<file path="config.mk">
export PLATFORM = sky130hd
export DESIGN_NAME = cid_decoder
export DESIGN_NICKNAME = d
export VERILOG_FILES = /design/src/verilog/cid_pkg.sv /design/src/verilog/cid_decoder.sv
export SDC_FILE = /design/constraint.sdc
export NUM_CORES = 2
export LEC_CHECK = 0
export ABC_AREA = 1
export BUFFER_PORTS_ARGS = -buffer_cell sky130_fd_sc_hd__buf_2
export CORE_MARGIN = 3
export CORE_UTILIZATION = 35
export DETAILED_ROUTE_END_ITERATION = 7
export GPL_ROUTABILITY_DRIVEN = 0
export GPL_TIMING_DRIVEN = 0
export HOLD_SLACK_MARGIN = 0.12
export PLACE_DENSITY = 0.48
export SYNTH_ARGS = -nofsm -noshare
export SYNTH_HDL_FRONTEND = slang
export SYNTH_SLANG_ARGS = --single-unit
</file>
<file path="constraint.sdc">
create_clock -name clk_sys -period 9.3 [get_ports clk_sys]
set_input_delay 1.86 -clock clk_sys [delete_from_list [all_inputs] [get_ports clk_sys]]
set_output_delay 1.86 -clock clk_sys [all_outputs]
set_load 0.01 [all_outputs]
</file>
<file path="src/verilog/cid_pkg.sv">
// shared constants, types and helpers for the lcd instruction decoder
package cid_pkg;
   // host bus entry passed through the command queue
   typedef struct packed {
      logic is_data; // register select was high
      logic is_read; // data read: step and refetch only
      logic [7:0] val; // assembled byte
   } cid_cmd_t;

   localparam int CMD_W = 10;
   localparam int FIFO_DEPTH = 8;
   // timing: instruction and ram access execution times
   localparam int CLK_NS = 100;
   localparam int EXEC_INSTR_NS = 39000;
   localparam int EXEC_DATA_NS = 43000;
   localparam int CNT_W = 9;
   localparam logic [CNT_W-1:0] INSTR_CYC =
      CNT_W'((EXEC_INSTR_NS + CLK_NS - 1) / CLK_NS);
   localparam logic [CNT_W-1:0] DATA_CYC =
      CNT_W'((EXEC_DATA_NS + CLK_NS - 1) / CLK_NS);
   // display ram address map
   localparam logic [6:0] DD_START = 7'h00;
   localparam logic [6:0] L1_END = 7'h4f;
   localparam logic [6:0] L1_LAST = 7'h27;
   localparam logic [6:0] L2_START = 7'h40;
   localparam logic [6:0] L2_END = 7'h67;
   // instruction field positions
   localparam int B_SC = 3;
   localparam int B_RL = 2;
   localparam int B_DL = 4;
   localparam int B_N = 3;
   localparam int B_F = 2;
   localparam int B_ID = 1;
   localparam int B_SH = 0;

   // address counter step with line wrap
   function automatic logic [6:0] cid_step(input logic [6:0] a,
      input logic up, input logic two, input logic glyph);
      logic [6:0] r;
      begin
         r = up ? a + 7'h01 : a - 7'h01;
         if (glyph) begin
            r = {1'b0, r[5:0]};
         end else if (!two) begin
            if (up && a == L1_END) r = DD_START;
            else if (!up && a == DD_START) r = L1_END;
         end else begin
            if (up && a == L1_LAST) r = L2_START;
            else if (up && a == L2_END) r = DD_START;
            else if (!up && a == L2_START) r = L1_LAST;
            else if (!up && a == DD_START) r = L2_END;
         end
         cid_step = r;
      end
   endfunction
endpackage
</file>
<file path="src/verilog/cid_decoder.sv">
// host bus front end, command queue and instruction executor
`timescale 1ns/10ps

// simple synchronous fifo with valid/ready on both sides
module cid_fifo #(
   parameter int WIDTH = 10,
   parameter int DEPTH = 8
) (
   input wire logic clk_sys,
   input wire logic reset,
   input wire logic in_valid,
   output logic in_ready,
   input wire logic [WIDTH-1:0] in_data,
   output logic out_valid,
   input wire logic out_ready,
   output logic [WIDTH-1:0] out_data
);
   localparam int AW = $clog2(DEPTH);
   logic [WIDTH-1:0] mem [0:DEPTH-1]; // storage
   logic [AW-1:0] wr_ptr; // next slot to fill
   logic [AW-1:0] rd_ptr; // oldest slot
   logic [AW:0] count; // fill level
   wire push = in_valid & in_ready;
   wire pop = out_valid & out_ready;

   assign in_ready = count != (AW+1)'(DEPTH);
   assign out_valid = count != '0;
   assign out_data = mem[rd_ptr];

   // pointer and level bookkeeping
   always_ff @(posedge clk_sys or posedge reset) begin
      if (reset) begin
         wr_ptr <= '0;
         rd_ptr <= '0;
         count <= '0;
      end else begin
         if (push) wr_ptr <= AW'((wr_ptr + 1'b1) % DEPTH);
         if (pop) rd_ptr <= AW'((rd_ptr + 1'b1) % DEPTH);
         count <= count + (AW+1)'(push) - (AW+1)'(pop);
      end
   end

   // storage has no reset, contents are don't care when empty
   always_ff @(posedge clk_sys) begin
      if (push) mem[wr_ptr] <= in_data;
   end
endmodule

// device side decoder: host pins in, mode and address state out
module cid_decoder (
   input wire logic clk_sys,
   input wire logic reset,
   input wire logic bus_enable,
   input wire logic reg_select_line,
   input wire logic read_write,
   input wire logic [7:0] data_in,
   output logic [7:0] data_out,
   output logic data_oe,
   output logic busy_flag,
   output logic bus_width_bit,
   output logic two_line,
   output logic font_5x11,
   output logic glyph_selected,
   output logic [6:0] address_counter,
   output logic [6:0] display_offset,
   output logic entry_increment,
   output logic shift_on_write_bit
);
   typedef enum logic {ST_IDLE, ST_EXEC} cid_state_t;

   // pin synchroniser: {enable, rs, rw, data}
   logic [10:0] sync1, sync2, sync3;
   logic en_stable; // filtered enable level
   logic nib_phase; // 1 after the upper nibble
   logic [3:0] nib_hi; // held upper nibble
   logic pend_valid; // byte waiting for queue space
   cid_pkg::cid_cmd_t pend; // that byte
   cid_state_t state;
   logic [cid_pkg::CNT_W-1:0] cnt; // execution timer
   logic [7:0] out_reg; // ram read latch
   logic [7:0] dram [0:127]; // display text ram
   logic [7:0] gram [0:63]; // glyph pattern ram

   // edges count only once stages two and three agree
   wire agree = sync2[10] == sync3[10];
   wire en_rise = agree & sync3[10] & ~en_stable;
   wire en_fall = agree & ~sync3[10] & en_stable;
   wire s_rs = sync3[9];
   wire s_rw = sync3[8];
   wire [7:0] s_data = sync3[7:0];

   // byte assembly, upper nibble first in 4-bit mode
   wire complete = en_fall & (bus_width_bit | nib_phase);
   wire [7:0] asm_byte = bus_width_bit ? s_data
      : {nib_hi, s_data[7:4]};
   // status reads have no side effect and are not queued
   wire push_req = complete & (s_rs | ~s_rw);

   // queue between pins and executor
   wire q_in_ready;
   wire q_out_valid;
   cid_pkg::cid_cmd_t op;
   wire q_out_ready = state == ST_IDLE;
   cid_fifo #(.WIDTH(cid_pkg::CMD_W), .DEPTH(cid_pkg::FIFO_DEPTH)) u_q (
      .clk_sys(clk_sys),
      .reset(reset),
      .in_valid(pend_valid),
      .in_ready(q_in_ready),
      .in_data(pend),
      .out_valid(q_out_valid),
      .out_ready(q_out_ready),
      .out_data(op)
   );

   // instruction decode of the popped entry
   wire pop = q_out_valid & q_out_ready;
   wire [7:0] b = op.val;
   wire is_ins = pop & ~op.is_data;
   wire i_dd = is_ins & b[7];
   wire i_cg = is_ins & (b[7:6] == 2'b01);
   wire i_fn = is_ins & (b[7:5] == 3'b001);
   wire i_sh = is_ins & (b[7:4] == 4'b0001);
   wire i_em = is_ins & (b[7:2] == 6'b000001);
   wire d_wr = pop & op.is_data & ~op.is_read;
   wire d_rd = pop & op.is_data & op.is_read;
   wire cur_mv = i_sh & ~b[cid_pkg::B_SC];
   wire disp_mv = i_sh & b[cid_pkg::B_SC];
   wire step_up = op.is_data ? entry_increment : b[cid_pkg::B_RL];
   wire [6:0] step_ac = cid_pkg::cid_step(address_counter, step_up,
      two_line, glyph_selected);
   // address that feeds the read latch after this operation
   wire [6:0] load_addr = i_dd ? b[6:0]
      : i_cg ? {1'b0, b[5:0]}
      : disp_mv ? address_counter : step_ac;
   wire load_glyph = i_cg | (glyph_selected & ~i_dd);
   wire [7:0] ram_word = load_glyph ? gram[load_addr[5:0]]
      : dram[load_addr];
   wire do_load = i_dd | i_cg | d_rd
      | (i_sh & ~glyph_selected);
   // display moves on display shift instruction or on display ram write with shift set
   wire wr_shift = d_wr & shift_on_write_bit & ~glyph_selected;
   wire next_left = disp_mv ? ~b[cid_pkg::B_RL] : entry_increment;
   wire [6:0] next_offset = next_left ? display_offset + 7'h01
      : display_offset - 7'h01;
   // status read value: busy on the top line, counter below
   wire [7:0] rd_val = s_rs ? out_reg
      : {busy_flag, address_counter};
   wire [7:0] next_data_out = bus_width_bit ? rd_val
      : nib_phase ? {rd_val[3:0], 4'h0} : {rd_val[7:4], 4'h0};

   // busy while anything is queued or executing
   assign busy_flag = pend_valid | q_out_valid | (state == ST_EXEC);

   // three stage pin synchroniser and filtered enable
   always_ff @(posedge clk_sys or posedge reset) begin
      if (reset) begin
         sync1 <= 11'h000;
         sync2 <= 11'h000;
         sync3 <= 11'h000;
         en_stable <= 1'b0;
      end else begin
         sync1 <= {bus_enable, reg_select_line, read_write, data_in};
         sync2 <= sync1;
         sync3 <= sync2;
         if (agree) en_stable <= sync3[10];
      end
   end

   // host side: nibble phase, read drive, pending byte
   always_ff @(posedge clk_sys or posedge reset) begin
      if (reset) begin
         nib_phase <= 1'b0;
         nib_hi <= 4'h0;
         data_out <= 8'h00;
         data_oe <= 1'b0;
         pend_valid <= 1'b0;
         pend <= '0;
      end else begin
         // drive lines from enable rise to fall on reads
         if (en_rise & s_rw) begin
            data_out <= next_data_out;
            data_oe <= 1'b1;
         end else if (en_fall) begin
            data_oe <= 1'b0;
         end
         // two nibble transfers form one byte
         if (en_fall & ~bus_width_bit) begin
            nib_phase <= ~nib_phase;
            nib_hi <= s_data[7:4];
         end else if (bus_width_bit) begin
            nib_phase <= 1'b0;
         end
         // a new byte wins over the queue taking the old one
         if (push_req) begin
            pend_valid <= 1'b1;
            pend <= '{is_data: s_rs, is_read: s_rw, val: asm_byte};
         end else if (q_in_ready) begin
            pend_valid <= 1'b0;
         end
      end
   end

   // executor timing: every queued entry holds busy a fixed time
   always_ff @(posedge clk_sys or posedge reset) begin
      if (reset) begin
         state <= ST_IDLE;
         cnt <= '0;
      end else begin
         case (state)
            ST_IDLE: begin
               if (pop) begin
                  state <= ST_EXEC;
                  cnt <= (op.is_data ? cid_pkg::DATA_CYC
                     : cid_pkg::INSTR_CYC) - 1'b1;
               end
            end
            ST_EXEC: begin
               if (cnt == '0) state <= ST_IDLE;
               else cnt <= cnt - 1'b1;
            end
            default: state <= ST_IDLE;
         endcase
      end
   end

   // mode bits, address counter, shift offset and read latch
   always_ff @(posedge clk_sys or posedge reset) begin
      if (reset) begin
         bus_width_bit <= 1'b1;
         two_line <= 1'b0;
         font_5x11 <= 1'b0;
         glyph_selected <= 1'b0;
         address_counter <= 7'h00;
         display_offset <= 7'h00;
         entry_increment <= 1'b1;
         shift_on_write_bit <= 1'b0;
         out_reg <= 8'h00;
      end else begin
         if (i_fn) begin
            bus_width_bit <= b[cid_pkg::B_DL];
            two_line <= b[cid_pkg::B_N];
            font_5x11 <= b[cid_pkg::B_F];
         end
         if (i_em) begin
            entry_increment <= b[cid_pkg::B_ID];
            shift_on_write_bit <= b[cid_pkg::B_SH];
         end
         if (i_cg) begin
            address_counter <= {1'b0, b[5:0]};
            glyph_selected <= 1'b1;
         end else if (i_dd) begin
            address_counter <= b[6:0];
            glyph_selected <= 1'b0;
         end else if (cur_mv | d_wr | d_rd) begin
            // line wraps follow the display line mode
            address_counter <= step_ac;
         end
         // counter untouched by display shift
         if (disp_mv | wr_shift) display_offset <= next_offset;
         // writes do not refresh the latch
         if (do_load) out_reg <= ram_word;
      end
   end

   // ram write port into the selected ram
   always_ff @(posedge clk_sys) begin
      if (d_wr & glyph_selected) gram[address_counter[5:0]] <= b;
      if (d_wr & ~glyph_selected) dram[address_counter] <= b;
   end
endmodule

</file>
==> results.sh <==
export IMPL_violations="max-capacitance violations, max-slew violations"
export IMPL_critPathRequiredTime_ns=10.02
export IMPL_grt_ovfl_total=0
export IMPL_routedWlPerCell_um=26.3
export IMPL_critical_path_class="flip-flop to flip-flop"
export IMPL_rows=167
export IMPL_drv_cap=2
export IMPL_final_cells=10100
export IMPL_hold_class="flip-flop to flip-flop"
export IMPL_htreeDepth=4
export IMPL_clock_sinks=1723
export IMPL_grt_pass1_wl_um=375000
export IMPL_dp_final_hpwl_um=185000
export IMPL_synth_area_top_cells="edfxtp_1, nand2_1, nand3_1"
export IMPL_cts_tree="done"
export IMPL_hold_buffers=0
export IMPL_insertion_delay_ns=0.84
export IMPL_die_area_mm2=0.217
export IMPL_pre_cts_ws_ns=3.33
export IMPL_synthDominantCellAreaShare=0.657
export IMPL_cts_buffers=190
export IMPL_worst_pin_slew_ns=1.54
export IMPL_dr_pass1_iters=6
export IMPL_path_cells="clkbuf_1 -> nand3_1 -> nand2_1 -> nand2_1 -> nand2_4 -> buf_16 -> nand2_1 -> nand2_1 -> nand2_1 -> inv_1 -> nand2_1 -> nand2_1 -> a211oi_1 -> or2_2 -> a31oi_2 -> inv_1 -> buf_2 -> nand3_1 -> nand3_1 -> nand3_1 -> a21oi_1"
export IMPL_async_reset_ff_frac=0.0621
export IMPL_yosysMostFrequentCell="nand2_1"
export IMPL_status="finished, violations left"
export IMPL_synth_common_cells="nand2_1, edfxtp_1, nand3_1"
export IMPL_dieWidth_um=465
export IMPL_top_register="dram"
export IMPL_yosys_warnings=0
export IMPL_syn2layout_area_growth_pct=14.6
export IMPL_synth_edf_count=1616
export IMPL_final_net_count=7217
export IMPL_final_util=0.406
export IMPL_port_buffers=42
export IMPL_tns_ns=0
export IMPL_skew_ns=0.0427
export IMPL_post_cts_setup_buffers=0
export IMPL_timing_final_ws_setup_ns=3.06
export IMPL_layout_drive_gt1_share=0.0978
export IMPL_ff2ff_path_depth=21
export IMPL_dp_cells=9774
export IMPL_routed_wl_um=266000
export IMPL_drtIter0Drc=6180
export IMPL_vias_per_cell=5.32
export IMPL_worstPathArrival_ns=6.96
export IMPL_antenna_found_initial=18
export IMPL_max_freq_mhz=160
export IMPL_start_kind="flip-flop"
export IMPL_cpPeakStageDelay_ns=1.08
export IMPL_clockRootBuffer="clkbuf_16"
export IMPL_ys_ff_latch=1723
export IMPL_syn_area_per_cell_um2=10.7
export IMPL_rsz0062_at_grt="false"
export IMPL_vias=53900
export IMPL_syn_area_mm2=0.0739
export IMPL_largest_reg_flops=1024
export IMPL_hp_start="sync2[2]"
export IMPL_post_route_min_period_ns=6.24
export IMPL_worst_path_max_delay_cell="a31oi_2"
export IMPL_grt_use_total=0.241
export IMPL_ys_types=47
export IMPL_timing_final_crit_share=0.671
export IMPL_grt_pass1_vias=51000
export IMPL_drc=0
export IMPL_grt_max_degree=120
export IMPL_worst_path_most_repeated_cell="nand2_1"
export IMPL_synthCells=6910
export IMPL_drv_slew=21
export IMPL_ioPinCount=43
export IMPL_die_y_um=465
export IMPL_clock_path_buffers=3
export IMPL_antenna_left=0
export IMPL_core_mm2=0.209
export IMPL_start_util=0.354
export IMPL_clk_pin_slew_ns=0.07
export IMPL_max_slew_margin_rel=-0.0322
export IMPL_endpoint_kind="flip-flop"
export IMPL_r2r_end="out_reg[4]"
export IMPL_cts_resized=0
export IMPL_worstReg2RegStart="u_q.rd_ptr[1]"
export IMPL_synth_fp_nets=6948
export IMPL_hold_violations=0
export IMPL_hold_depth=0
export IMPL_yosysSeqAreaShare=0.693
export IMPL_yosysTopAreaCell="edfxtp_1"
export IMPL_setup_viol=0
export IMPL_ys_flop_type="edfxtp_1"
export IMPL_path_max_fanout=56
export IMPL_reg2reg_setup_slack_ns=3.06
export IMPL_min_to="sync3[2]"
-- through the flow --
step | cell area, um^2 | hold WS, ns
floorplan | 73900 | 0.331
global placement | 77600 | 0.331
detailed placement | 78400 | 0.336
CTS | 84600 | 0.346
global route | 84600 | 0.352
finish | 84600 | 0.346
-- logic make-up (layout without fill, tap and decap cells) --
family          Yosys count  in the layout  synth area share
xor+xnor                 15             15           0.00178
flops                  1723           1723             0.693
simple gates           4426           4426             0.253
compound gates          135            135            0.0106
fa+ha+maj                25             25           0.00454
other cells               0              5                 0
buf+inv                 580           1008            0.0355
mux                       6              6          0.000898
-- critical path: cells and delay by family (launching register included) --
family	cells	cell delay [ns]
AO/OA/AOI/OAI	3	1.28
flip-flops	1	0.40
buffers and inverters	5	1.81
AND/OR/NAND/NOR	13	2.53
-- final cells by class --
class,instances,area (um^2)
Buffer,457,2180
Clock buffer,241,5050
Inverter,123,489
Sequential cell,1723,51200
Clock inverter,110,1100
Tap cell,2788,3490
Timing Repair Buffer,77,990
Multi-Input combinational cell,4607,20100
Fill cell,20300,124000
Antenna cell,5,12.5
-- worst max path at each step --
stage               cells past startpoint     startpoint                 to  slack [ns]
global route                           22  u_q.rd_ptr[1]         out_reg[3]        2.94
floorplan                              22  u_q.rd_ptr[0]  display_offset[6]        3.53
finish                                 21  u_q.rd_ptr[1]         out_reg[4]        3.06
global placement                       20  u_q.rd_ptr[1]         out_reg[2]       -2.83
CTS                                    21  u_q.rd_ptr[1]         out_reg[5]        3.30
detailed placement                     21  u_q.rd_ptr[1]         out_reg[5]        3.33
-- cells in the final DEF (no fill, tap or decap), types with 11 or more instances in the layout --
cell type and count:
a21oi_1 41, a31oi_1 11, buf_1 35, buf_16 19, buf_2 326, buf_4 15, bufinv_16 15, clkbuf_1 150
clkbuf_16 193, clkbuf_2 14, clkinv_1 39, clkinv_2 34, dfrtp_1 105, edfxtp_1 1616, ha_1 22, inv_1 111
nand2_1 2524, nand2_2 11, nand3_1 1570, nor2_1 278, nor3_1 12, o21ai_0 48
-- routing by layer --
metal,routed length [um],global-route usage,vias to the layer above
li1,-,-,24500
met1,114000,0.331,26700
met4,10000,0.0852,8
met2,121000,0.378,2258
met5,166,0,-
met3,21500,0.0487,442
Power is left out: the tool's default activity adds up to more than one toggle a clock period on the data nets, which glitch-free logic cannot reach.
